**src/swk_cfg_pkg.sv**
```systemverilog
// Constants, field layouts and carrier types for the selective wake configuration registers.
// Assumes a byte-wide register port with seven-bit addresses.
package swk_cfg_pkg;
	localparam int ADDR_W = 7;
	localparam int DATA_W = 8;

	localparam logic [6:0] OFFS_PAYLOAD_TWO  = 7'h31;
	localparam logic [6:0] OFFS_PAYLOAD_ONE  = 7'h32;
	localparam logic [6:0] OFFS_PAYLOAD_ZERO = 7'h33;
	localparam logic [6:0] OFFS_FAST_RATE    = 7'h34;
	localparam logic [6:0] OFFS_FINE_TRIM    = 7'h38;
	localparam logic [6:0] OFFS_OPTIONS      = 7'h39;

	localparam logic [7:0] RESET_PAYLOAD   = 8'h00;
	localparam logic [7:0] RESET_FAST_RATE = 8'h00;
	// Trim resets are undefined in the device; these defaults are a plain mid value.
	localparam logic [7:0] RESET_FINE_TRIM = 8'h10;
	localparam logic [4:0] RESET_COARSE    = 5'h10;

	localparam int TOL_EN_BIT     = 0;
	localparam int FILT_LSB       = 1;
	localparam int FILT_MSB       = 3;
	localparam int BYPASS_BIT     = 4;
	localparam int ERR_DIS_BIT    = 5;
	localparam int COARSE_MSB     = 4;
	localparam int RX_SEL_BIT     = 7;
	localparam int FINE_MSB       = 4;

	localparam logic [1:0] TRIM_UNLOCK = 2'h3;
	localparam logic [2:0] FILT_LONG_CODE = 3'h7;

	// Dominant filter times and clock period in ns.
	localparam int FILT_STEP_NS = 50;
	localparam int FILT_LONG_NS = 387;
	localparam int CLK_PERIOD_NS = 8;

	typedef struct packed {
		logic [ADDR_W-1:0] addr;
		logic [DATA_W-1:0] wdata;
		logic              wr;
		logic              rd;
	} reg_req_type;

	typedef struct packed {
		logic       tolerantModeEnable;
		logic [2:0] dominantFilterTime;
		logic       analogFilterBypass;
		logic       errorCounterDisable;
	} fast_rate_type;
endpackage : swk_cfg_pkg

```
**src/filter_time_decode.sv**
```systemverilog
// Converts the dominant filter time code to nanoseconds and to clock cycles.
// Assumes the clock period constant of the package.
`timescale 1ns/1ps
module filter_time_decode
	import swk_cfg_pkg::*;
(
	input  wire logic [2:0] code,
	output logic      [8:0] timeNs,
	output logic      [6:0] timeCycles
);
	logic [8:0] ns;

	always_comb begin
		if (code == FILT_LONG_CODE) begin
			ns = 9'(FILT_LONG_NS);
		end else begin
			ns = 9'((int'(code) + 1) * FILT_STEP_NS);
		end
	end

	// A least time rounds up to whole cycles.
	assign timeNs     = ns;
	assign timeCycles = 7'((int'(ns) + CLK_PERIOD_NS - 1) / CLK_PERIOD_NS);
endmodule : filter_time_decode

```
**src/selective_wake_config_regs.sv**
```systemverilog
// Selective wake configuration registers: payload bytes, tolerance and trim.
// Assumes a synchronous byte port where read data stand in the cycle after the read strobe.
//
// Behaviour
// - Three payload bytes, full eight bits each.
// - Reserved bits read zero, writes ignored.
// - Bit 0 enables tolerant mode, resets zero.
// - Filter code steps 50 ns, top 387.
// - Bit 4 bypasses analog filter only.
// - Bit 5 stops error counter in selective wake if tolerant.
// - Silence timeout clears error counter disable.
// - Trim writes only with key 11.
// - Fine trim bits 0-4, monotonic steps.
// - Options bits 4-0 hold coarse trim.
// - Bit 7 picks wake receiver, keyed.
`timescale 1ns/1ps
module selective_wake_config_regs
	import swk_cfg_pkg::*;
(
	input  wire logic                      clk,
	input  wire logic                      reset_n,
	input  wire swk_cfg_pkg::reg_req_type  regReq,
	output logic      [DATA_W-1:0]         rdata,
	input  wire logic [1:0]                trimEnable,
	input  wire logic                      silenceTimeout,
	input  wire logic                      selectiveWakeActive,
	output swk_cfg_pkg::fast_rate_type     fastRate,
	output logic                           errorCounterRun,
	output logic                           analogFilterBypass,
	output logic                           digitalFilterActive,
	output logic      [8:0]                dominantFilterNs,
	output logic      [6:0]                dominantFilterCycles,
	output logic      [12:0]               oscillatorTrim,
	output logic      [4:0]                fineTrimStep,
	output logic                           wakeReceiverSelect,
	output logic      [23:0]               referencePayload
);
	logic [7:0]    payloadTwo_q;
	logic [7:0]    payloadTwo_d;
	logic [7:0]    payloadOne_q;
	logic [7:0]    payloadOne_d;
	logic [7:0]    payloadZero_q;
	logic [7:0]    payloadZero_d;
	fast_rate_type fastRate_q;
	fast_rate_type fastRate_d;
	logic [7:0]    fineTrim_q;
	logic [7:0]    fineTrim_d;
	logic [4:0]    coarseTrim_q;
	logic [4:0]    coarseTrim_d;
	logic          rxSelect_q;
	logic          rxSelect_d;
	logic [7:0]    rdata_q;
	logic [7:0]    rdata_d;
	logic          trimUnlocked;
	logic          writeHit;

	assign trimUnlocked = (trimEnable == TRIM_UNLOCK);
	assign writeHit     = regReq.wr;

	// Register writes.
	always_comb begin
		payloadTwo_d  = payloadTwo_q;
		payloadOne_d  = payloadOne_q;
		payloadZero_d = payloadZero_q;
		fastRate_d    = fastRate_q;
		fineTrim_d    = fineTrim_q;
		coarseTrim_d  = coarseTrim_q;
		rxSelect_d    = rxSelect_q;
		if (writeHit) begin
			case (regReq.addr)
				OFFS_PAYLOAD_TWO: begin
					payloadTwo_d = regReq.wdata;
				end
				OFFS_PAYLOAD_ONE: begin
					payloadOne_d = regReq.wdata;
				end
				OFFS_PAYLOAD_ZERO: begin
					payloadZero_d = regReq.wdata;
				end
				OFFS_FAST_RATE: begin
					// Bits 7:6 are not stored at all.
					fastRate_d.tolerantModeEnable  = regReq.wdata[TOL_EN_BIT];
					fastRate_d.dominantFilterTime  = regReq.wdata[FILT_MSB:FILT_LSB];
					fastRate_d.analogFilterBypass  = regReq.wdata[BYPASS_BIT];
					fastRate_d.errorCounterDisable = regReq.wdata[ERR_DIS_BIT];
				end
				OFFS_FINE_TRIM: begin
					if (trimUnlocked) begin
						fineTrim_d = regReq.wdata;
					end
				end
				OFFS_OPTIONS: begin
					if (trimUnlocked) begin
						coarseTrim_d = regReq.wdata[COARSE_MSB:0];
						rxSelect_d   = regReq.wdata[RX_SEL_BIT];
					end
				end
				default: begin
				end
			endcase
		end
		// The hardware clear is applied last so it beats a simultaneous write of one.
		if (silenceTimeout) begin
			fastRate_d.errorCounterDisable = 1'b0;
		end
	end

	// Read data; reserved and unmapped bits return zero.
	always_comb begin
		rdata_d = 8'h00;
		if (regReq.rd) begin
			case (regReq.addr)
				OFFS_PAYLOAD_TWO: begin
					rdata_d = payloadTwo_q;
				end
				OFFS_PAYLOAD_ONE: begin
					rdata_d = payloadOne_q;
				end
				OFFS_PAYLOAD_ZERO: begin
					rdata_d = payloadZero_q;
				end
				OFFS_FAST_RATE: begin
					rdata_d[TOL_EN_BIT]         = fastRate_q.tolerantModeEnable;
					rdata_d[FILT_MSB:FILT_LSB]  = fastRate_q.dominantFilterTime;
					rdata_d[BYPASS_BIT]         = fastRate_q.analogFilterBypass;
					rdata_d[ERR_DIS_BIT]        = fastRate_q.errorCounterDisable;
				end
				OFFS_FINE_TRIM: begin
					rdata_d = fineTrim_q;
				end
				OFFS_OPTIONS: begin
					rdata_d[COARSE_MSB:0] = coarseTrim_q;
					// The receiver select is only visible while the key is set.
					if (trimUnlocked) begin
						rdata_d[RX_SEL_BIT] = rxSelect_q;
					end
				end
				default: begin
					rdata_d = 8'h00;
				end
			endcase
		end
	end

	always_ff @(posedge clk or negedge reset_n) begin
		if (!reset_n) begin
			payloadTwo_q  <= RESET_PAYLOAD;
			payloadOne_q  <= RESET_PAYLOAD;
			payloadZero_q <= RESET_PAYLOAD;
			fastRate_q    <= fast_rate_type'(RESET_FAST_RATE[5:0]);
			fineTrim_q    <= RESET_FINE_TRIM;
			coarseTrim_q  <= RESET_COARSE;
			rxSelect_q    <= 1'b0;
			rdata_q       <= 8'h00;
		end else begin
			payloadTwo_q  <= payloadTwo_d;
			payloadOne_q  <= payloadOne_d;
			payloadZero_q <= payloadZero_d;
			fastRate_q    <= fastRate_d;
			fineTrim_q    <= fineTrim_d;
			coarseTrim_q  <= coarseTrim_d;
			rxSelect_q    <= rxSelect_d;
			rdata_q       <= rdata_d;
		end
	end

	filter_time_decode filterDecode (
		.code       (fastRate_q.dominantFilterTime),
		.timeNs     (dominantFilterNs),
		.timeCycles (dominantFilterCycles)
	);

	assign rdata    = rdata_q;
	assign fastRate = fastRate_q;

	// The counter is only held off during selective wake and only in tolerant mode.
	assign errorCounterRun = !(selectiveWakeActive && fastRate_q.errorCounterDisable
		&& fastRate_q.tolerantModeEnable);

	assign analogFilterBypass  = fastRate_q.analogFilterBypass;
	// The digital filter sits outside the analog path and is never bypassed.
	assign digitalFilterActive = 1'b1;

	// Fine trim is the low five bits; a higher code gives a faster oscillator.
	assign fineTrimStep   = fineTrim_q[FINE_MSB:0];
	assign oscillatorTrim = {coarseTrim_q, fineTrim_q};

	assign wakeReceiverSelect = rxSelect_q;

	// Byte zero is the first data byte the comparator checks.
	assign referencePayload = {payloadTwo_q, payloadOne_q, payloadZero_q};
endmodule : selective_wake_config_regs

```
**config.mk**
```make
export PLATFORM = sky130hd
export DESIGN_NAME = selective_wake_config_regs
export DESIGN_NICKNAME = d
export VERILOG_FILES = /design/src/swk_cfg_pkg.sv /design/src/filter_time_decode.sv /design/src/selective_wake_config_regs.sv
export SDC_FILE = /design/constraint.sdc
export NUM_CORES = 1
export LEC_CHECK = 0
export BUFFER_PORTS_ARGS = -buffer_cell sky130_fd_sc_hd__buf_4
export CORE_MARGIN = 10
export CORE_UTILIZATION = 45
export DETAILED_ROUTE_END_ITERATION = 8
export GPL_ROUTABILITY_DRIVEN = 0
export GPL_TIMING_DRIVEN = 1
export PLACE_DENSITY_LB_ADDON = 0.1
export SYNTH_ARGS = -nofsm -noshare
export SYNTH_HDL_FRONTEND = slang
export SYNTH_HIERARCHICAL = 1
export SYNTH_SLANG_ARGS = --single-unit
```
**constraint.sdc**
```tcl
create_clock -name clk -period 2.8 [get_ports clk]
set_clock_uncertainty 0.1 [all_clocks]
set_input_delay 0.56 -clock clk [delete_from_list [all_inputs] [get_ports clk]]
set_output_delay 0.56 -clock clk [all_outputs]
set_load 0.02 [all_outputs]
```
## Yosys cells after proc, flatten, opt, wreduce, memory -nomap -nowiden

Cells that the tools add are included.

| operators by class | value |
|---|---|
| $add $sub $neg | 4 |
| multiply operators | 1 |
| divide/modulo/power cells | 0 |
| $lt $le $gt $ge | 0 |
| equal/unequal tests | 8 |
| shift-type cells | 0 |
| multiplexer cells | 10 |
| bitwise operators | 1 |
| reductions and logical operators | 13 |

Operators with widths:

| operator | number |
|---|---|
| 7-bit by 6-bit equality test with 1-bit output, second input constant | 6 |
| 32-bit by 6-bit multiplier with 8-bit output, second input constant | 1 |
| 5-bit case mux with 6 select lines | 1 |
| 10-bit by 1-bit subtractor with 11-bit output, second input constant | 1 |
| 9-bit by 4-bit adder with 10-bit output, second input constant | 1 |
| 1-bit case mux with 5 select lines | 2 |
| 2-bit AND reduction | 5 |
| 9-bit two-way mux | 1 |
| 8-bit two-way mux | 1 |
| 7-bit by 1-bit adder with 7-bit output | 1 |
| 3-bit AND reduction | 2 |
| 3-bit by 1-bit adder with 4-bit output, second input constant | 1 |
| 1-bit two-way mux | 4 |
| 1-bit case mux with 4 select lines | 1 |
| 2-bit nonzero test | 2 |
| 3-bit equality test, second input constant | 1 |
| 3-bit OR reduction | 1 |
| 2-bit equality test, second input constant | 1 |
| 1-bit logical AND | 2 |
| 1-bit bitwise AND | 1 |
| 1-bit logical NOT | 1 |

| word-level totals | value |
|---|---|
| flip-flop bits (word level) | 52 |
| bits in latches | 0 |
| bits in writable memories | 0 |
| ROM bits | 0 |
| input port bits | 23 |
| output and inout port bits | 76 |
| logic and storage cells | 48 |
| memories | 0 |

## Longest topological paths before layout

| depth | value |
|---|---|
| word-level depth | 8 |
| gate-level depth with buffers | 10 |
| mapped depth without buffers | 9 |

## By module

Netlist, hierarchy kept.

By module, submodules not included:

| module | instances | cells each | area an instance (µm²) | sequential area each (µm²) |
|---|---|---|---|---|
| selective_wake_config_regs | 1 | 185 | 2,479.9 | 1,303.8 |
| filter_time_decode | 1 | 53 | 415.4 | 0.0 |

## Least setup slack after synthesis

Ideal clock, no wire load.

| timing | value |
|---|---|
| path type | reg-to-output |
| start point | register fastRate_q, in the netlist fastRate[2] |
| end point | output dominantFilterCycles[4] |
| arrival | 2.789 ns |
| required time | 2.140 ns |
| slack | -0.649 ns |
| stages on the path, launching flop included | 10 |
| path buffers | 0 |
| cell sequence | dfrtp_1 > ha_1 > ha_1 > inv_1 > ha_1 > inv_1 > ha_1 > xnor2_1 > or2_2 > o21a_1 |

| on the way | value |
|---|---|
| elaborated cells on any way between the ends | 9 |
| classes of those cells | add/sub: 4; mul: 1; eq/ne: 1; mux: 1; bitwise: 1; reduce/logical: 1 |

RTL lines:

| element | RTL line | text |
|---|---|---|
| start, declared | selective_wake_config_regs.sv:44 | `fast_rate_type fastRate_q;` |
| start signal, assigned | selective_wake_config_regs.sv:150 | `fastRate_q <= fast_rate_type'(RESET_FAST_RATE[5:0]);` |
| start signal, assigned | selective_wake_config_regs.sv:159 | `fastRate_q <= fastRate_d;` |
| 3-bit by 1-bit adder with 4-bit output | filter_time_decode.sv:17 | `ns = 9'((int'(code) + 1) * FILT_STEP_NS);` |
| 32-bit by 6-bit multiplier with 8-bit output | filter_time_decode.sv:17 |  |
| 9-bit two-way mux (*) | filter_time_decode.sv:14 | `if (code == FILT_LONG_CODE) begin` |
| net dominantFilterNs[3] | selective_wake_config_regs.sv:31 | `output logic [8:0] dominantFilterNs,` |
| 9-bit by 4-bit adder with 10-bit output (*) | filter_time_decode.sv:23 | `assign timeCycles = 7'((int'(ns) + CLK_PERIOD_NS - 1) / CLK_PERIOD_NS);` |
| 10-bit by 1-bit subtractor with 11-bit output (*) | filter_time_decode.sv:23 |  |
| 1-bit bitwise AND (no source line) | - |  |
| 7-bit by 1-bit adder with 7-bit output (no source line) (*) | - |  |
| end, declared | selective_wake_config_regs.sv:32 | `output logic [6:0] dominantFilterCycles,` |

Mark *: on every way through the listed nets, which the timed path passes. The rest lies on a longest branch.

## Worst setup path in the final report

| timing | value |
|---|---|
| start point | register fastRate_q, in the netlist fastRate[2] |
| end point | output dominantFilterCycles[5] |

| on the way | value |
|---|---|
| longest elaborated chain between the ends | 8 |
| elaborated cells on any way between the ends | 9 |
| classes of those cells | add/sub: 4; mul: 1; eq/ne: 1; mux: 1; bitwise: 1; reduce/logical: 1 |

Ends and longest elaborated chain:

| element | RTL line |
|---|---|
| 3-bit by 1-bit adder with 4-bit output | filter_time_decode.sv:17 |
| 32-bit by 6-bit multiplier with 8-bit output | filter_time_decode.sv:17 |
| 9-bit two-way mux (*) | filter_time_decode.sv:14 |
| 9-bit by 4-bit adder with 10-bit output (*) | filter_time_decode.sv:23 |
| 10-bit by 1-bit subtractor with 11-bit output (*) | filter_time_decode.sv:23 |
| 3-bit OR reduction (no source line) | - |
| 1-bit bitwise AND (no source line) | - |
| 7-bit by 1-bit adder with 7-bit output (no source line) (*) | - |

Mark *: on every way between the ends. The rest lies on a longest branch, timed or not.

==> flow_summary_export.csv <==
group,metric,value,unit
finish,drive_gt1_share,57.1,%
floorplan,die_y,100,um
synth,synth_xor_xnor_area_share,2.42,%
route,wirelength,7760,um
sta,rsz0062_at_grt,"yes",
finish,diodes,0,
synth,synth_top_area_share,43.2,%
sta,slew_violations,0,
route,detail_route.wl_per_cell,18.4,um
synth,ys_seq_elements,52,
pwr,p_per_area,476,nW/um^2
pwr,vdd_drop_max,0.395,mV
synth,syn-num-nets,269,
synth,yosys_warnings,6,
sta,slew_headroom,56.7,%
synth,netlist_instances,238,
route,viasPerCell,5.31,
sta,finalSetupTns,-2340,ps
synth,synthAdderAreaFrac,3.72,%
finish,synthToLayoutAreaGrowth,36.2,%
synth,synth_top_family_by_area,"multiplexers",
run_status,status,"finished with violations",
sta,layout_setup_ws,-484,ps
synth,synthMuxAreaShare,22.6,%
clock_tree,root_buffer,"clkbuf_8",
pwr,p_total,1.88,mW
synth,synth-compound-area-share,7.82,%
critical_path,setup.worst_path.start_class,"register",
grt,grtUsageTotal,15.5,%
critical_path,crit_path_end_kind,"output pin",
sta,max_freq,305,MHz
synth,synthSimpleGateAreaFrac,12.8,%
synth,yosys.area.top_type,"dfrtp_1",
clock_tree,clockBufferDepth,2,
placed_design,hpwl,5940,um
floorplan,io_pins,99,
flow_run,cap_violations,0,
pwr,p_leak,2.05,nW
sta,hold_violations,0,
critical_path,worst-path-max-fanout,4,
clock_tree,cts-buffers-inserted,5,
clock_tree,clock_latency,310,ps
route,drt_iter0_drc,73,
sta,worst_pin_slew,649,ps
route,drtAntennaViolNets,0,
grt,grt_pass1_vias,2371,
route,drc_errors,0,
synth,synth_cell_types,48,
route,drt-pass1-iter-count,4,
sta,holdWs,173,ps
finish,final_util,62.4,%
floorplan,rows,29,
synth,syn_area,2900,sq um
sta,post-route-period-util,117,%
critical_path,critPathArrivalTime,2620,ps
sta,setup_viol,9,
synth,synthTopCellsByArea,"dfrtp_1 (43%), mux2_2 (14%), mux2i_1 (4.5%)",
synth,avgSynthCellArea,12.2,sq um
grt,grt_pass1_wl,12600,um
floorplan,dieArea,10000,sq um
critical_path,cp.required,2140,ps
critical_path,critical_path_class,"register to output pin",
finish,num-nets-final,375,
run_status,violations,"negative setup slack",
finish,nFillCells,539,
sta,fin_crit,3280,ps
floorplan,die_w,100,um
synth,yosysSeqAreaShare,45.0,%
clock_tree,clock-sinks,52,
floorplan,start_util,45.9,%
floorplan,core,6310,sq um
placed_design,io_buffers,97,
clock_tree,tritoncts,"built",
worst_hold_path,hold_class,"input pin to async pin",
grt,grt_max_degree,53,
placed_design,pre_cts_ws,-185,ps
clock_tree,h-tree-depth,2,
grt,gr-total-overflow,0,
clock_tree,hold_buffers,0,
route,via_count,2239,
grt,grt_antenna_before_repair,0,
clock_tree,cts.clk_slew.worst_paths,90,ps
[timing repair]
action / in CTS / in global routing
setup buffers: 2 / 0
hold endpoints to repair: 0 / 0
pin swaps: 1 / 0
gates resized for setup: 4 / 4
cloned: 0 / 0
endpoints found under the setup margin: 9 / 9
[cell usage after synthesis (all sizes together)]
master and instances:
and4b 2, xnor2 4, a21o 1, inv 8, conb 2, nand4b 1
fa 1, nand3b 5, nand2 10, and4 2, a21oi 9, o32ai 1
mux2i 13, nor3b 1, o21a 1, nor4 1, a22o 5, and2b 2
buf 16, and3 3, a21boi 1, xor2 4, ha 7, nand2b 2
o21ai 3, dfstp 2, dfrtp 50, o221ai 5, a211oi 1, nand3 6
nor3 2, nand4 1, a22oi 2, nor2 11, nor2b 5, mux2 44
a31oi 2, or2 2
[report_power, final]
group	internal (mW)	switching [mW]	total, mW	leakage, nW
Sequential	0.792	0.0356	0.827	0.704
Clock	0.180	0.252	0.432	0.0418
Combinational	0.298	0.320	0.618	1.31
Total	1.27	0.608	1.88	2.05
[metrics by stage]
stage	instance area [sq um]	std cells
detailed placement	3800	413
finish	3940	422
global route	3940	422
CTS	3930	422
floorplan	2980	238
global placement	3800	413
[cell families after synthesis]
logic type,count (synthesis)
flops,52
xor+xnor,8
fa+ha+maj,8
mux,57
buf+inv,24
simple gates,56
compound gates,31
other cells,2
[cell usage in the layout, fill, tap and decap left out, types with 3 or more instances in the layout]
master	n
buf_4	113
nor2_1	8
a21oi_1	8
a22o_1	5
ha_4	4
dfrtp_1	48
o21ai_0	3
and3_1	3
mux2_4	9
mux2_2	35
nor2b_1	4
nand3b_1	3
nand2_1	9
mux2i_1	13
xor2_1	3
inv_1	5
nand3_1	5
clkbuf_8	5
o221ai_1	5
ha_1	3
[layout make-up]
cell class                 count  area [sq um]  area share [%]
clock buffer                   6          72.6            1.84
clock inverter                 2          16.3           0.413
inverter                       8          32.5           0.825
multi-input combinational    162          1550            39.3
sequential                    52          1310            33.1
tap                           77          96.3            2.44
timing repair buffer         115           871            22.1
[worst paths after layout]
check | from | endpoint | slack [ps] | depth (start not counted)
worst max register to register | fastRate[2] | rdata[1] | 1440 | 5
min in group clk | silenceTimeout | fastRate[0] | 290 | 2
worst min-delay path | reset_n | fineTrim_q[5] | 170 | 1
worst min register to register | payloadZero_q[6] | payloadZero_q[6] | 440 | 1
worst max-delay path | fastRate[2] | dominantFilterCycles[5] | -480 | 8
max in group asynchronous | reset_n | fastRate[3] | 1960 | 1
[worst max-delay path: stages, from the launching register on]
cell      delay [ps]
dfrtp_2          440
ha_4             170
ha_4             300
xor2_2           170
fa_1             480
a211oi_4         220
nand3b_2         110
mux2_4           270
buf_4            160
[flip-flops by register name, summed over array words and instances, names as in the netlist]
signal	flops
fineTrim_q	8
payloadOne_q	8
payloadTwo_q	8
payloadZero_q	8
rdata	8
coarseTrim_q	5
fastRate	5
analogFilterBypass	1
wakeReceiverSelect	1
[routing by layer]
layer  global-route usage, %  share of wire (%)
met1                    18.9                 43
met2                    25.9                 49
met3                    5.22                7.6
met4                    3.48               0.80
met5                       0                  0
Power figures use the tool's default switching activity.
